`config.mk`:
```
export PLATFORM = sky130hd
export DESIGN_NAME = isb_ctrl
export DESIGN_NICKNAME = d
export VERILOG_FILES = /design/src/verilog/isb_pkg.sv /design/src/verilog/isb_ctrl.sv
export VERILOG_INCLUDE_DIRS = /design/src /design/src/verilog
export SDC_FILE = /design/constraint.sdc
export NUM_CORES = 1
export LEC_CHECK = 0
export ABC_CLOCK_PERIOD_IN_PS = 3200
export BUFFER_PORTS_ARGS = -buffer_cell sky130_fd_sc_hd__buf_2
export CAP_MARGIN = 20
export CORE_MARGIN = 8
export CORE_UTILIZATION = 51
export DETAILED_ROUTE_END_ITERATION = 16
export HOLD_SLACK_MARGIN = 0.06
export PLACE_DENSITY_LB_ADDON = 0.12
export SLEW_MARGIN = 15
export SYNTH_ARGS = -nofsm -noshare
export SYNTH_HDL_FRONTEND = slang
export SYNTH_SLANG_ARGS = --single-unit
```
`constraint.sdc`:
```
create_clock -name ref_clk_in -period 3.2 [get_ports ref_clk_in]
set_clock_uncertainty 0.1 [all_clocks]
set_input_delay 0.48 -clock ref_clk_in [delete_from_list [all_inputs] [get_ports ref_clk_in]]
set_output_delay 0.48 -clock ref_clk_in [all_outputs]
set_load 0.02 [all_outputs]
```
`src/verilog/isb_cfg.svh`:
```
// Constants for the interleaved instruction SRAM burst read controller.
`ifndef ISB_CFG_SVH
`define ISB_CFG_SVH

// Width of each bank address counter; the low bit only steers counting.
`define ISB_CNT_W 8
// Lowest address bit that names a word; the counter is loaded from here upward.
`define ISB_WORD_LSB 2
// Memory address lines driven by each bank counter (its upper bits).
`define ISB_BANK_ADDR_W 7
// Instruction address width seen from the processor.
`define ISB_ADDR_W 32
// Lowest address bit that takes part in block selection.
`define ISB_SEL_LSB 10
// Default base of this memory block, compared on the select bits.
`define ISB_SEL_BASE 22'h000000
// Cycles from the load strobe to the first ready response.
`define ISB_LOAD_TO_READY 2

`endif

```
`src/verilog/isb_pkg.sv`:
```
// Types for the interleaved instruction SRAM burst read controller.
package isb_pkg;

    typedef enum logic [0:0] {
        ISB_IDLE,
        ISB_IACCESS
    } isb_state_t;

endpackage

```
`src/verilog/isb_ctrl.sv`:
```
// Burst read controller for a two-bank interleaved instruction SRAM.
`include "isb_cfg.svh"

module isb_ctrl
    import isb_pkg::*;
#(
    parameter int ADDR_W = `ISB_ADDR_W,
    parameter int SEL_LSB = `ISB_SEL_LSB,
    parameter logic [ADDR_W-SEL_LSB-1:0] SEL_BASE = `ISB_SEL_BASE
) (
    input wire logic ref_clk_in,
    input wire logic rst_n_in,
    input wire logic instr_request_in,
    input wire logic [ADDR_W-1:0] instr_address_in,
    input wire logic instr_burst_request_in,
    output logic instr_memory_select_out,
    output logic counter_load_strobe_out,
    output logic instr_burst_ack_out,
    output logic burst_request_delayed_out,
    output logic burst_ack_delayed_out,
    output logic counter_advance_out,
    output logic instr_ready_resp_out,
    output logic even_bank_output_en_out,
    output logic odd_bank_output_en_out,
    output logic [`ISB_BANK_ADDR_W-1:0] even_bank_addr_out,
    output logic [`ISB_BANK_ADDR_W-1:0] odd_bank_addr_out,
    output logic data_output_en_out,
    output logic write_en_out
);

    isb_state_t state_q;
    isb_state_t state_d;
    logic [`ISB_CNT_W-1:0] even_cnt_q;
    logic [`ISB_CNT_W-1:0] odd_cnt_q;
    logic [`ISB_CNT_W-1:0] even_cnt_d;
    logic [`ISB_CNT_W-1:0] odd_cnt_d;
    logic [`ISB_CNT_W-1:0] load_addr;
    logic burst_req_d_q;
    logic burst_ack_d_q;
    logic first_pend_q;
    logic first_pend_d;
    logic word_odd_q;
    logic word_odd_d;

    wire logic select_hit;
    wire logic load_now;
    wire logic in_access;
    wire logic advance;
    wire logic ready;
    wire logic burst_done;

    // Selection decode, shared by the strobe logic and the checks below.
    function automatic logic hits_block(input logic [ADDR_W-1:0] a);
        return a[ADDR_W-1:SEL_LSB] == SEL_BASE;
    endfunction

    // Block selection is a plain compare of the upper address bits.
    assign select_hit = hits_block(instr_address_in);
    assign instr_memory_select_out = instr_request_in & select_hit;
    // A selected request loads the counters at the coming edge.
    assign load_now = instr_request_in & select_hit;
    assign counter_load_strobe_out = load_now;

    assign in_access = state_q == ISB_IACCESS;
    assign instr_burst_ack_out = in_access;
    assign burst_request_delayed_out = burst_req_d_q;
    assign burst_ack_delayed_out = burst_ack_d_q;

    assign advance = burst_req_d_q & in_access;
    assign counter_advance_out = advance;

    // The bus carries a word one cycle after the ack, and only while the delayed burst
    // request stands; a lone first word is still answered when no burst was asked for.
    assign ready = in_access & burst_ack_d_q & (burst_req_d_q | first_pend_q);
    assign instr_ready_resp_out = ready;

    // Which bank owns the word on the bus alternates with each delivered word.
    assign even_bank_output_en_out = ready & ~word_odd_q;
    assign odd_bank_output_en_out = ready & word_odd_q;

    // Only the upper counter bits reach the memory; the low bit only steers counting.
    assign even_bank_addr_out = even_cnt_q[`ISB_CNT_W-1:1];
    assign odd_bank_addr_out = odd_cnt_q[`ISB_CNT_W-1:1];

    // This block never serves data-side accesses or writes.
    assign data_output_en_out = 1'b0;
    assign write_en_out = 1'b0;

    // A single read ends after its word; a burst past its first word never ends here, as ready then needs the delayed request.
    assign burst_done = ready & ~instr_burst_request_in & ~burst_req_d_q;

    // The counter works on word addresses, so the byte offset bits are left out.
    assign load_addr = instr_address_in[`ISB_WORD_LSB+`ISB_CNT_W-1:`ISB_WORD_LSB];

    // An odd start rounds the even counter up so that bank fetches the following even word.
    always_comb begin
        even_cnt_d = even_cnt_q;
        odd_cnt_d = odd_cnt_q;
        if (load_now) begin
            even_cnt_d = load_addr + {{(`ISB_CNT_W-1){1'b0}}, load_addr[0]};
            odd_cnt_d = load_addr;
        end else if (advance) begin
            even_cnt_d = even_cnt_q + 8'h01;
            odd_cnt_d = odd_cnt_q + 8'h01;
        end
    end

    always_comb begin
        first_pend_d = first_pend_q;
        word_odd_d = word_odd_q;
        if (load_now) begin
            first_pend_d = 1'b1;
            word_odd_d = load_addr[0];
        end else if (ready) begin
            first_pend_d = 1'b0;
            word_odd_d = ~word_odd_q;
        end
    end

    always_comb begin
        case (state_q)
            ISB_IDLE: begin
                state_d = load_now ? ISB_IACCESS : ISB_IDLE;
            end
            ISB_IACCESS: begin
                if (load_now) begin
                    state_d = ISB_IACCESS;
                end else if (instr_request_in | burst_done) begin
                    state_d = ISB_IDLE;
                end else begin
                    state_d = ISB_IACCESS;
                end
            end
            default: begin
                state_d = ISB_IDLE;
            end
        endcase
    end

    always_ff @(posedge ref_clk_in) begin
        if (!rst_n_in) begin
            state_q <= ISB_IDLE;
            burst_req_d_q <= 1'b0;
            burst_ack_d_q <= 1'b0;
        end else begin
            state_q <= state_d;
            burst_req_d_q <= instr_burst_request_in;
            // The ack copy restarts on a reload so the first word keeps its latency.
            burst_ack_d_q <= in_access & ~load_now;
        end
    end

    always_ff @(posedge ref_clk_in) begin
        if (!rst_n_in) begin
            even_cnt_q <= 8'h00;
            odd_cnt_q <= 8'h00;
            first_pend_q <= 1'b0;
            word_odd_q <= 1'b0;
        end else begin
            even_cnt_q <= even_cnt_d;
            odd_cnt_q <= odd_cnt_d;
            first_pend_q <= first_pend_d;
            word_odd_q <= word_odd_d;
        end
    end

    chk_load_capture: assert property (
        @(posedge ref_clk_in) disable iff (!rst_n_in)
        load_now |=> instr_burst_ack_out && odd_cnt_q == $past(load_addr))
        else $error("Counters did not capture the address after the load strobe.");

    chk_first_address: assert property (
        @(posedge ref_clk_in) disable iff (!rst_n_in)
        load_now && !load_addr[0] |=> even_bank_addr_out == $past(load_addr[7:1]))
        else $error("First word address missing in the second access cycle.");

    chk_first_word: assert property (
        @(posedge ref_clk_in) disable iff (!rst_n_in)
        load_now ##1 !instr_request_in |=> instr_ready_resp_out)
        else $error("First word not ready in the third cycle.");

    chk_delayed_advance: assert property (
        @(posedge ref_clk_in) disable iff (!rst_n_in)
        instr_burst_request_in ##1 instr_burst_ack_out |-> counter_advance_out)
        else $error("Delayed burst request with ack did not advance the counter.");

    chk_suspend_hold: assert property (
        @(posedge ref_clk_in) disable iff (!rst_n_in)
        !instr_burst_request_in && !instr_request_in ##1 !instr_request_in |->
            !counter_advance_out ##1 ($stable(even_cnt_q) && $stable(odd_cnt_q)))
        else $error("Counters moved during a burst suspension.");

    chk_count_step: assert property (
        @(posedge ref_clk_in) disable iff (!rst_n_in)
        counter_advance_out && !load_now |=>
            even_cnt_q == $past(even_cnt_q) + 8'h01 && odd_cnt_q == $past(odd_cnt_q) + 8'h01)
        else $error("Counter did not increment after an advance.");

    chk_half_rate: assert property (
        @(posedge ref_clk_in) disable iff (!rst_n_in)
        (counter_advance_out && !load_now) ##1 (counter_advance_out && !load_now) |=>
            odd_bank_addr_out == $past(odd_bank_addr_out, 2) + 7'h01)
        else $error("Bank address did not step once per two advances.");

    chk_ready_drop: assert property (
        @(posedge ref_clk_in) disable iff (!rst_n_in)
        !burst_req_d_q && !first_pend_q |-> !instr_ready_resp_out)
        else $error("Ready stayed high with the delayed burst request inactive.");

    chk_resume: assert property (
        @(posedge ref_clk_in) disable iff (!rst_n_in)
        burst_ack_d_q && in_access && !burst_req_d_q && !load_now ##1 burst_req_d_q && in_access
            |->
            instr_ready_resp_out && counter_advance_out)
        else $error("Ready or advance missing when the burst resumed.");

    chk_oe_alternate: assert property (
        @(posedge ref_clk_in) disable iff (!rst_n_in)
        even_bank_output_en_out ##1 (instr_ready_resp_out && !$past(load_now)) |->
            odd_bank_output_en_out && !even_bank_output_en_out)
        else $error("Bank output enables did not alternate.");

    chk_oe_first: assert property (
        @(posedge ref_clk_in) disable iff (!rst_n_in)
        load_now && load_addr[0] ##1 !instr_request_in |=>
            odd_bank_output_en_out && !even_bank_output_en_out)
        else $error("Odd start did not enable the odd bank first.");

    chk_no_data_side: assert property (
        @(posedge ref_clk_in) disable iff (!rst_n_in)
        instr_burst_ack_out |-> !data_output_en_out && !write_en_out)
        else $error("Data-side or write enable active during an instruction read.");

    chk_burst_copy: assert property (
        @(posedge ref_clk_in) disable iff (!rst_n_in)
        1'b1 |=> burst_request_delayed_out == $past(instr_burst_request_in))
        else $error("Delayed burst request is not last cycle's request.");

    chk_ack_restart: assert property (
        @(posedge ref_clk_in) disable iff (!rst_n_in)
        load_now |=> !burst_ack_delayed_out)
        else $error("Ack copy did not restart on a load.");

    chk_ack_delay: assert property (
        @(posedge ref_clk_in) disable iff (!rst_n_in)
        instr_burst_ack_out && !load_now |=> burst_ack_delayed_out)
        else $error("Ack copy did not follow the ack.");

    chk_select_load: assert property (
        @(posedge ref_clk_in) disable iff (!rst_n_in)
        instr_request_in && hits_block(instr_address_in) |->
            counter_load_strobe_out && instr_memory_select_out)
        else $error("Selected request did not raise the load strobe.");

    chk_refused_pass: assert property (
        @(posedge ref_clk_in) disable iff (!rst_n_in)
        !(instr_request_in && hits_block(instr_address_in)) |->
            !counter_load_strobe_out && !instr_memory_select_out)
        else $error("Load strobe raised without a selected request.");

    chk_leave_access: assert property (
        @(posedge ref_clk_in) disable iff (!rst_n_in)
        in_access && instr_request_in && !load_now |=> !instr_burst_ack_out)
        else $error("Access kept after a request for another block.");

    chk_single_end: assert property (
        @(posedge ref_clk_in) disable iff (!rst_n_in)
        instr_ready_resp_out && !instr_burst_request_in && !burst_req_d_q && !instr_request_in
            |=> !instr_burst_ack_out)
        else $error("Access did not end after the last word.");

    chk_oe_match: assert property (
        @(posedge ref_clk_in) disable iff (!rst_n_in)
        (even_bank_output_en_out || odd_bank_output_en_out) == instr_ready_resp_out &&
            !(even_bank_output_en_out && odd_bank_output_en_out))
        else $error("Bank output enables do not match the ready response.");

    chk_idle_quiet: assert property (
        @(posedge ref_clk_in) disable iff (!rst_n_in)
        !instr_burst_ack_out |-> !counter_advance_out && !instr_ready_resp_out)
        else $error("Advance or ready active outside an access.");

    chk_hold_value: assert property (
        @(posedge ref_clk_in) disable iff (!rst_n_in)
        !counter_advance_out && !load_now |=> $stable(even_cnt_q) && $stable(odd_cnt_q))
        else $error("Counters moved without an advance or a load.");

    chk_odd_round: assert property (
        @(posedge ref_clk_in) disable iff (!rst_n_in)
        load_now && load_addr[0] |=> even_cnt_q == $past(load_addr) + 8'h01)
        else $error("Odd start did not point the even bank at the next word.");

endmodule // isb_ctrl

```
==> impl_metrics.json <==
{
  "clkSlewWorstSetupHoldPaths_ns": 0.11,
  "min_path_type": "in2reg",
  "cts_buffers": 3,
  "cpPeakStageDelay_ns": 0.30,
  "drtAntennaViolNets": 0,
  "via_per_inst": 5.624,
  "whs_path_depth": 2,
  "synth-simple-area-share": 0.2781,
  "antenna_found_initial": 0,
  "min-delay-start": "instr_burst_request_in",
  "synth.mux.area_fraction": 0,
  "die_w_um": 69.05,
  "place_congestion": 0.8446,
  "grt_usage": 0.1443,
  "initialDrtViolationCount": 55,
  "yosys.area.top_type": "dfxtp_1",
  "worstHoldEndpoint": "burst_request_delayed_out",
  "hold_slack_ns": 0.3081,
  "synth.cell_area_mm2": 0.001435,
  "period_minus_slack_ns": 2.258,
  "cts_setup_buffers": 0,
  "slew-limit-headroom": 0.6397,
  "avgSynthCellArea_um2": 8.542,
  "cts_max_path_buffers": 2,
  "arrival_ns": 1.68,
  "ys.flop_type": "dfxtp_1",
  "max_freq_mhz": 442.9,
  "grt_max_degree": 20,
  "cp_common_cell": "buf_2",
  "ys_types": 38,
  "reg2reg_slack_ns": 1.48,
  "critPathLaunchType": "input port",
  "required_ns": 2.62,
  "ys_seq_area_frac": 0.2929,
  "synthTopCellsByArea": "dfxtp_1 29%, buf_4 9.4%, xnor2_1 6.7%",
  "synth_top_area_frac": 0.2929,
  "yosys.area_share.adder": 0.02616,
  "rows": 19,
  "reg2reg_depth": 4,
  "coreArea_mm2": 0.002710,
  "crit_fanout": 19,
  "synth_edf_count": 0,
  "synthCells": 168,
  "timing.rr.end": "even_cnt_q[6]",
  "start_util": 0.5295,
  "slew_violations": 0,
  "clock_latency_ns": 0.30,
  "tns_ns": 0,
  "crit_type": "in2out",
  "cts_hold_buf": 0,
  "finalPower_w": 0.0004461,
  "async_flop_share": 0,
  "cp_top_family": "simple AND/OR/NAND/NOR gates",
  "drive_gt1_frac": 0.3447,
  "clkSinkCount": 21,
  "power_density_mw_per_mm2": 275.5,
  "io_pins": 61,
  "root_buffer": "clkbuf_4",
  "grt_pass1_vias": 1366,
  "period_share": 0.7055,
  "cts_tree": "built",
  "synth_top_family_by_area": "simple AND/OR/NAND/NOR gates",
  "timing.rr.start": "instr_burst_ack_out",
  "slowest_stage": "nor4b_4",
  "cap_violations": 0,
  "nNetsFinal": 246,
  "antenna_cells": 0,
  "wirelength_um": 3539,
  "post_cts_resized": 0,
  "ys_ff_latch": 21,
  "ys.warnings.count": 0,
  "finalSetupViolations": 0,
  "ir_drop_mv": 0.2078,
  "first_pass_iters": 4,
  "port_buffers": 56,
  "leakage_nw": 0.6813,
  "finalHoldViolCount": 0,
  "die_y_um": 69.05,
  "avgRoutedWirePerCell_um": 14.93,
  "cp_num_buf_inv": 3,
  "area_delta_synth_final_pct": 12.82,
  "grt_pass1_wl_um": 6037,
  "synth_xor_area_frac": 0.1099,
  "path_cells": "buf_2 > nor4b_4 > and4_4 > nand2_4 > inv_1 > buf_2",
  "crit_path_end_kind": "primary output",
  "rsz0062_at_grt": "no",
  "dp_hpwl_um": 2834,
  "tightestPinTransition_ns": 0.5391,
  "synth_compound_area_frac": 0.1569,
  "drc": 0,
  "grt-ovfl-total": 0,
  "htree_num_levels": 1,
  "dr_total_vias": 1333,
  "status": "finished, final reports clean",
  "die_area_mm2": 0.004767
}
## registers in the layout (all words and copies together), names as in the netlist
| signal | cells |
|---|---|
| first_pend_q | 1 |
| burst_request_delayed_out | 1 |
| odd_cnt_q | 8 |
| burst_ack_delayed_out | 1 |
| even_cnt_q | 8 |
| word_odd_q | 1 |
| instr_burst_ack_out | 1 |
## stage by stage
step	util	worst slack [ns]	cell area, um2	cells
5_1_grt	0.5974	0.8552	1619	237
3_5_place_dp	0.5877	0.9353	1593	233
4_1_cts	0.5974	0.9344	1619	237
2_1_floorplan	-	1.131	1439	169
6_report	0.5974	0.9423	1619	237
3_3_place_gp	0.5877	0.9394	1593	233
## cell usage after synthesis (all sizes together), types with 2 or more instances
| master | n |
|---|---|
| a211oi | 10 |
| a21oi | 7 |
| a311oi | 2 |
| and2 | 2 |
| and4 | 2 |
| buf | 23 |
| dfxtp | 21 |
| ha | 3 |
| inv | 7 |
| nand2 | 17 |
| nand3 | 10 |
| nand4 | 5 |
| nor2 | 8 |
| nor3 | 15 |
| nor4 | 5 |
| nor4b | 2 |
| o31ai | 3 |
| xnor2 | 11 |
| xor2 | 7 |
## kinds of logic (layout without fill, tap and decap cells)
logic type | count (synthesis) | count (layout)
compound gates | 28 | 28
xor+xnor | 18 | 18
fa+ha+maj | 3 | 3
buf+inv | 30 | 67
flops | 21 | 21
other cells | 1 | 2
simple gates | 67 | 67
## power by group
group          total [W]  switching [W]  internal, W  leakage (nW)
Combinational  0.0000556      0.0000311    0.0000246         0.497
Clock           0.000127      0.0000780    0.0000486        0.0150
Sequential      0.000264     0.00000197     0.000262         0.169
## metal layers
metal  GRT usage  up-vias  wire length, um
met5           0        -                0
met4     0.03417        0               36
met3     0.05007        5              281
met2      0.2244       61             1544
met1      0.1848      600             1677
li1            -      667                -
## cell usage in the layout (no fill, tap or decap), types with 3 or more instances in the layout
| cell | n |
|---|---|
| buf_2 | 56 |
| dfxtp_1 | 21 |
| nand2_1 | 16 |
| nor3_1 | 15 |
| xnor2_1 | 11 |
| nand3_1 | 10 |
| nor2_1 | 8 |
| inv_1 | 7 |
| a21oi_1 | 7 |
| xor2_1 | 7 |
| a211oi_1 | 7 |
| nand4_1 | 4 |
| nor4_1 | 3 |
| a211oi_2 | 3 |
| ha_1 | 3 |
| clkbuf_4 | 3 |
## worst reg2reg max path: cells and delay by family, from the launching register on
family | cells | cell delay (ns)
DFF | 1 | 0.58
AOI/OAI and AO/OA | 3 | 0.64
and+or+nand+nor | 1 | 0.28
## how the worst max path moves through the flow
stage / start / end / cells after the start
2_1_floorplan: instr_address_in[28] / instr_memory_select_out / 5
3_3_place_gp: instr_address_in[28] / counter_load_strobe_out / 6
3_5_place_dp: instr_address_in[28] / counter_load_strobe_out / 6
4_1_cts: instr_address_in[28] / counter_load_strobe_out / 6
5_1_grt: instr_address_in[16] / counter_load_strobe_out / 6
6_report: instr_address_in[28] / counter_load_strobe_out / 6
## final cells by class
class | count | area, um2
repair buffers | 56 | 280.3
clock buffers | 4 | 26.28
multi-input cells | 118 | 827.0
well taps | 31 | 38.79
flip-flops and latches | 21 | 420.4
inverters | 7 | 26.28
fillers | 270 | 1091
Power figures use the tool's default switching activity.
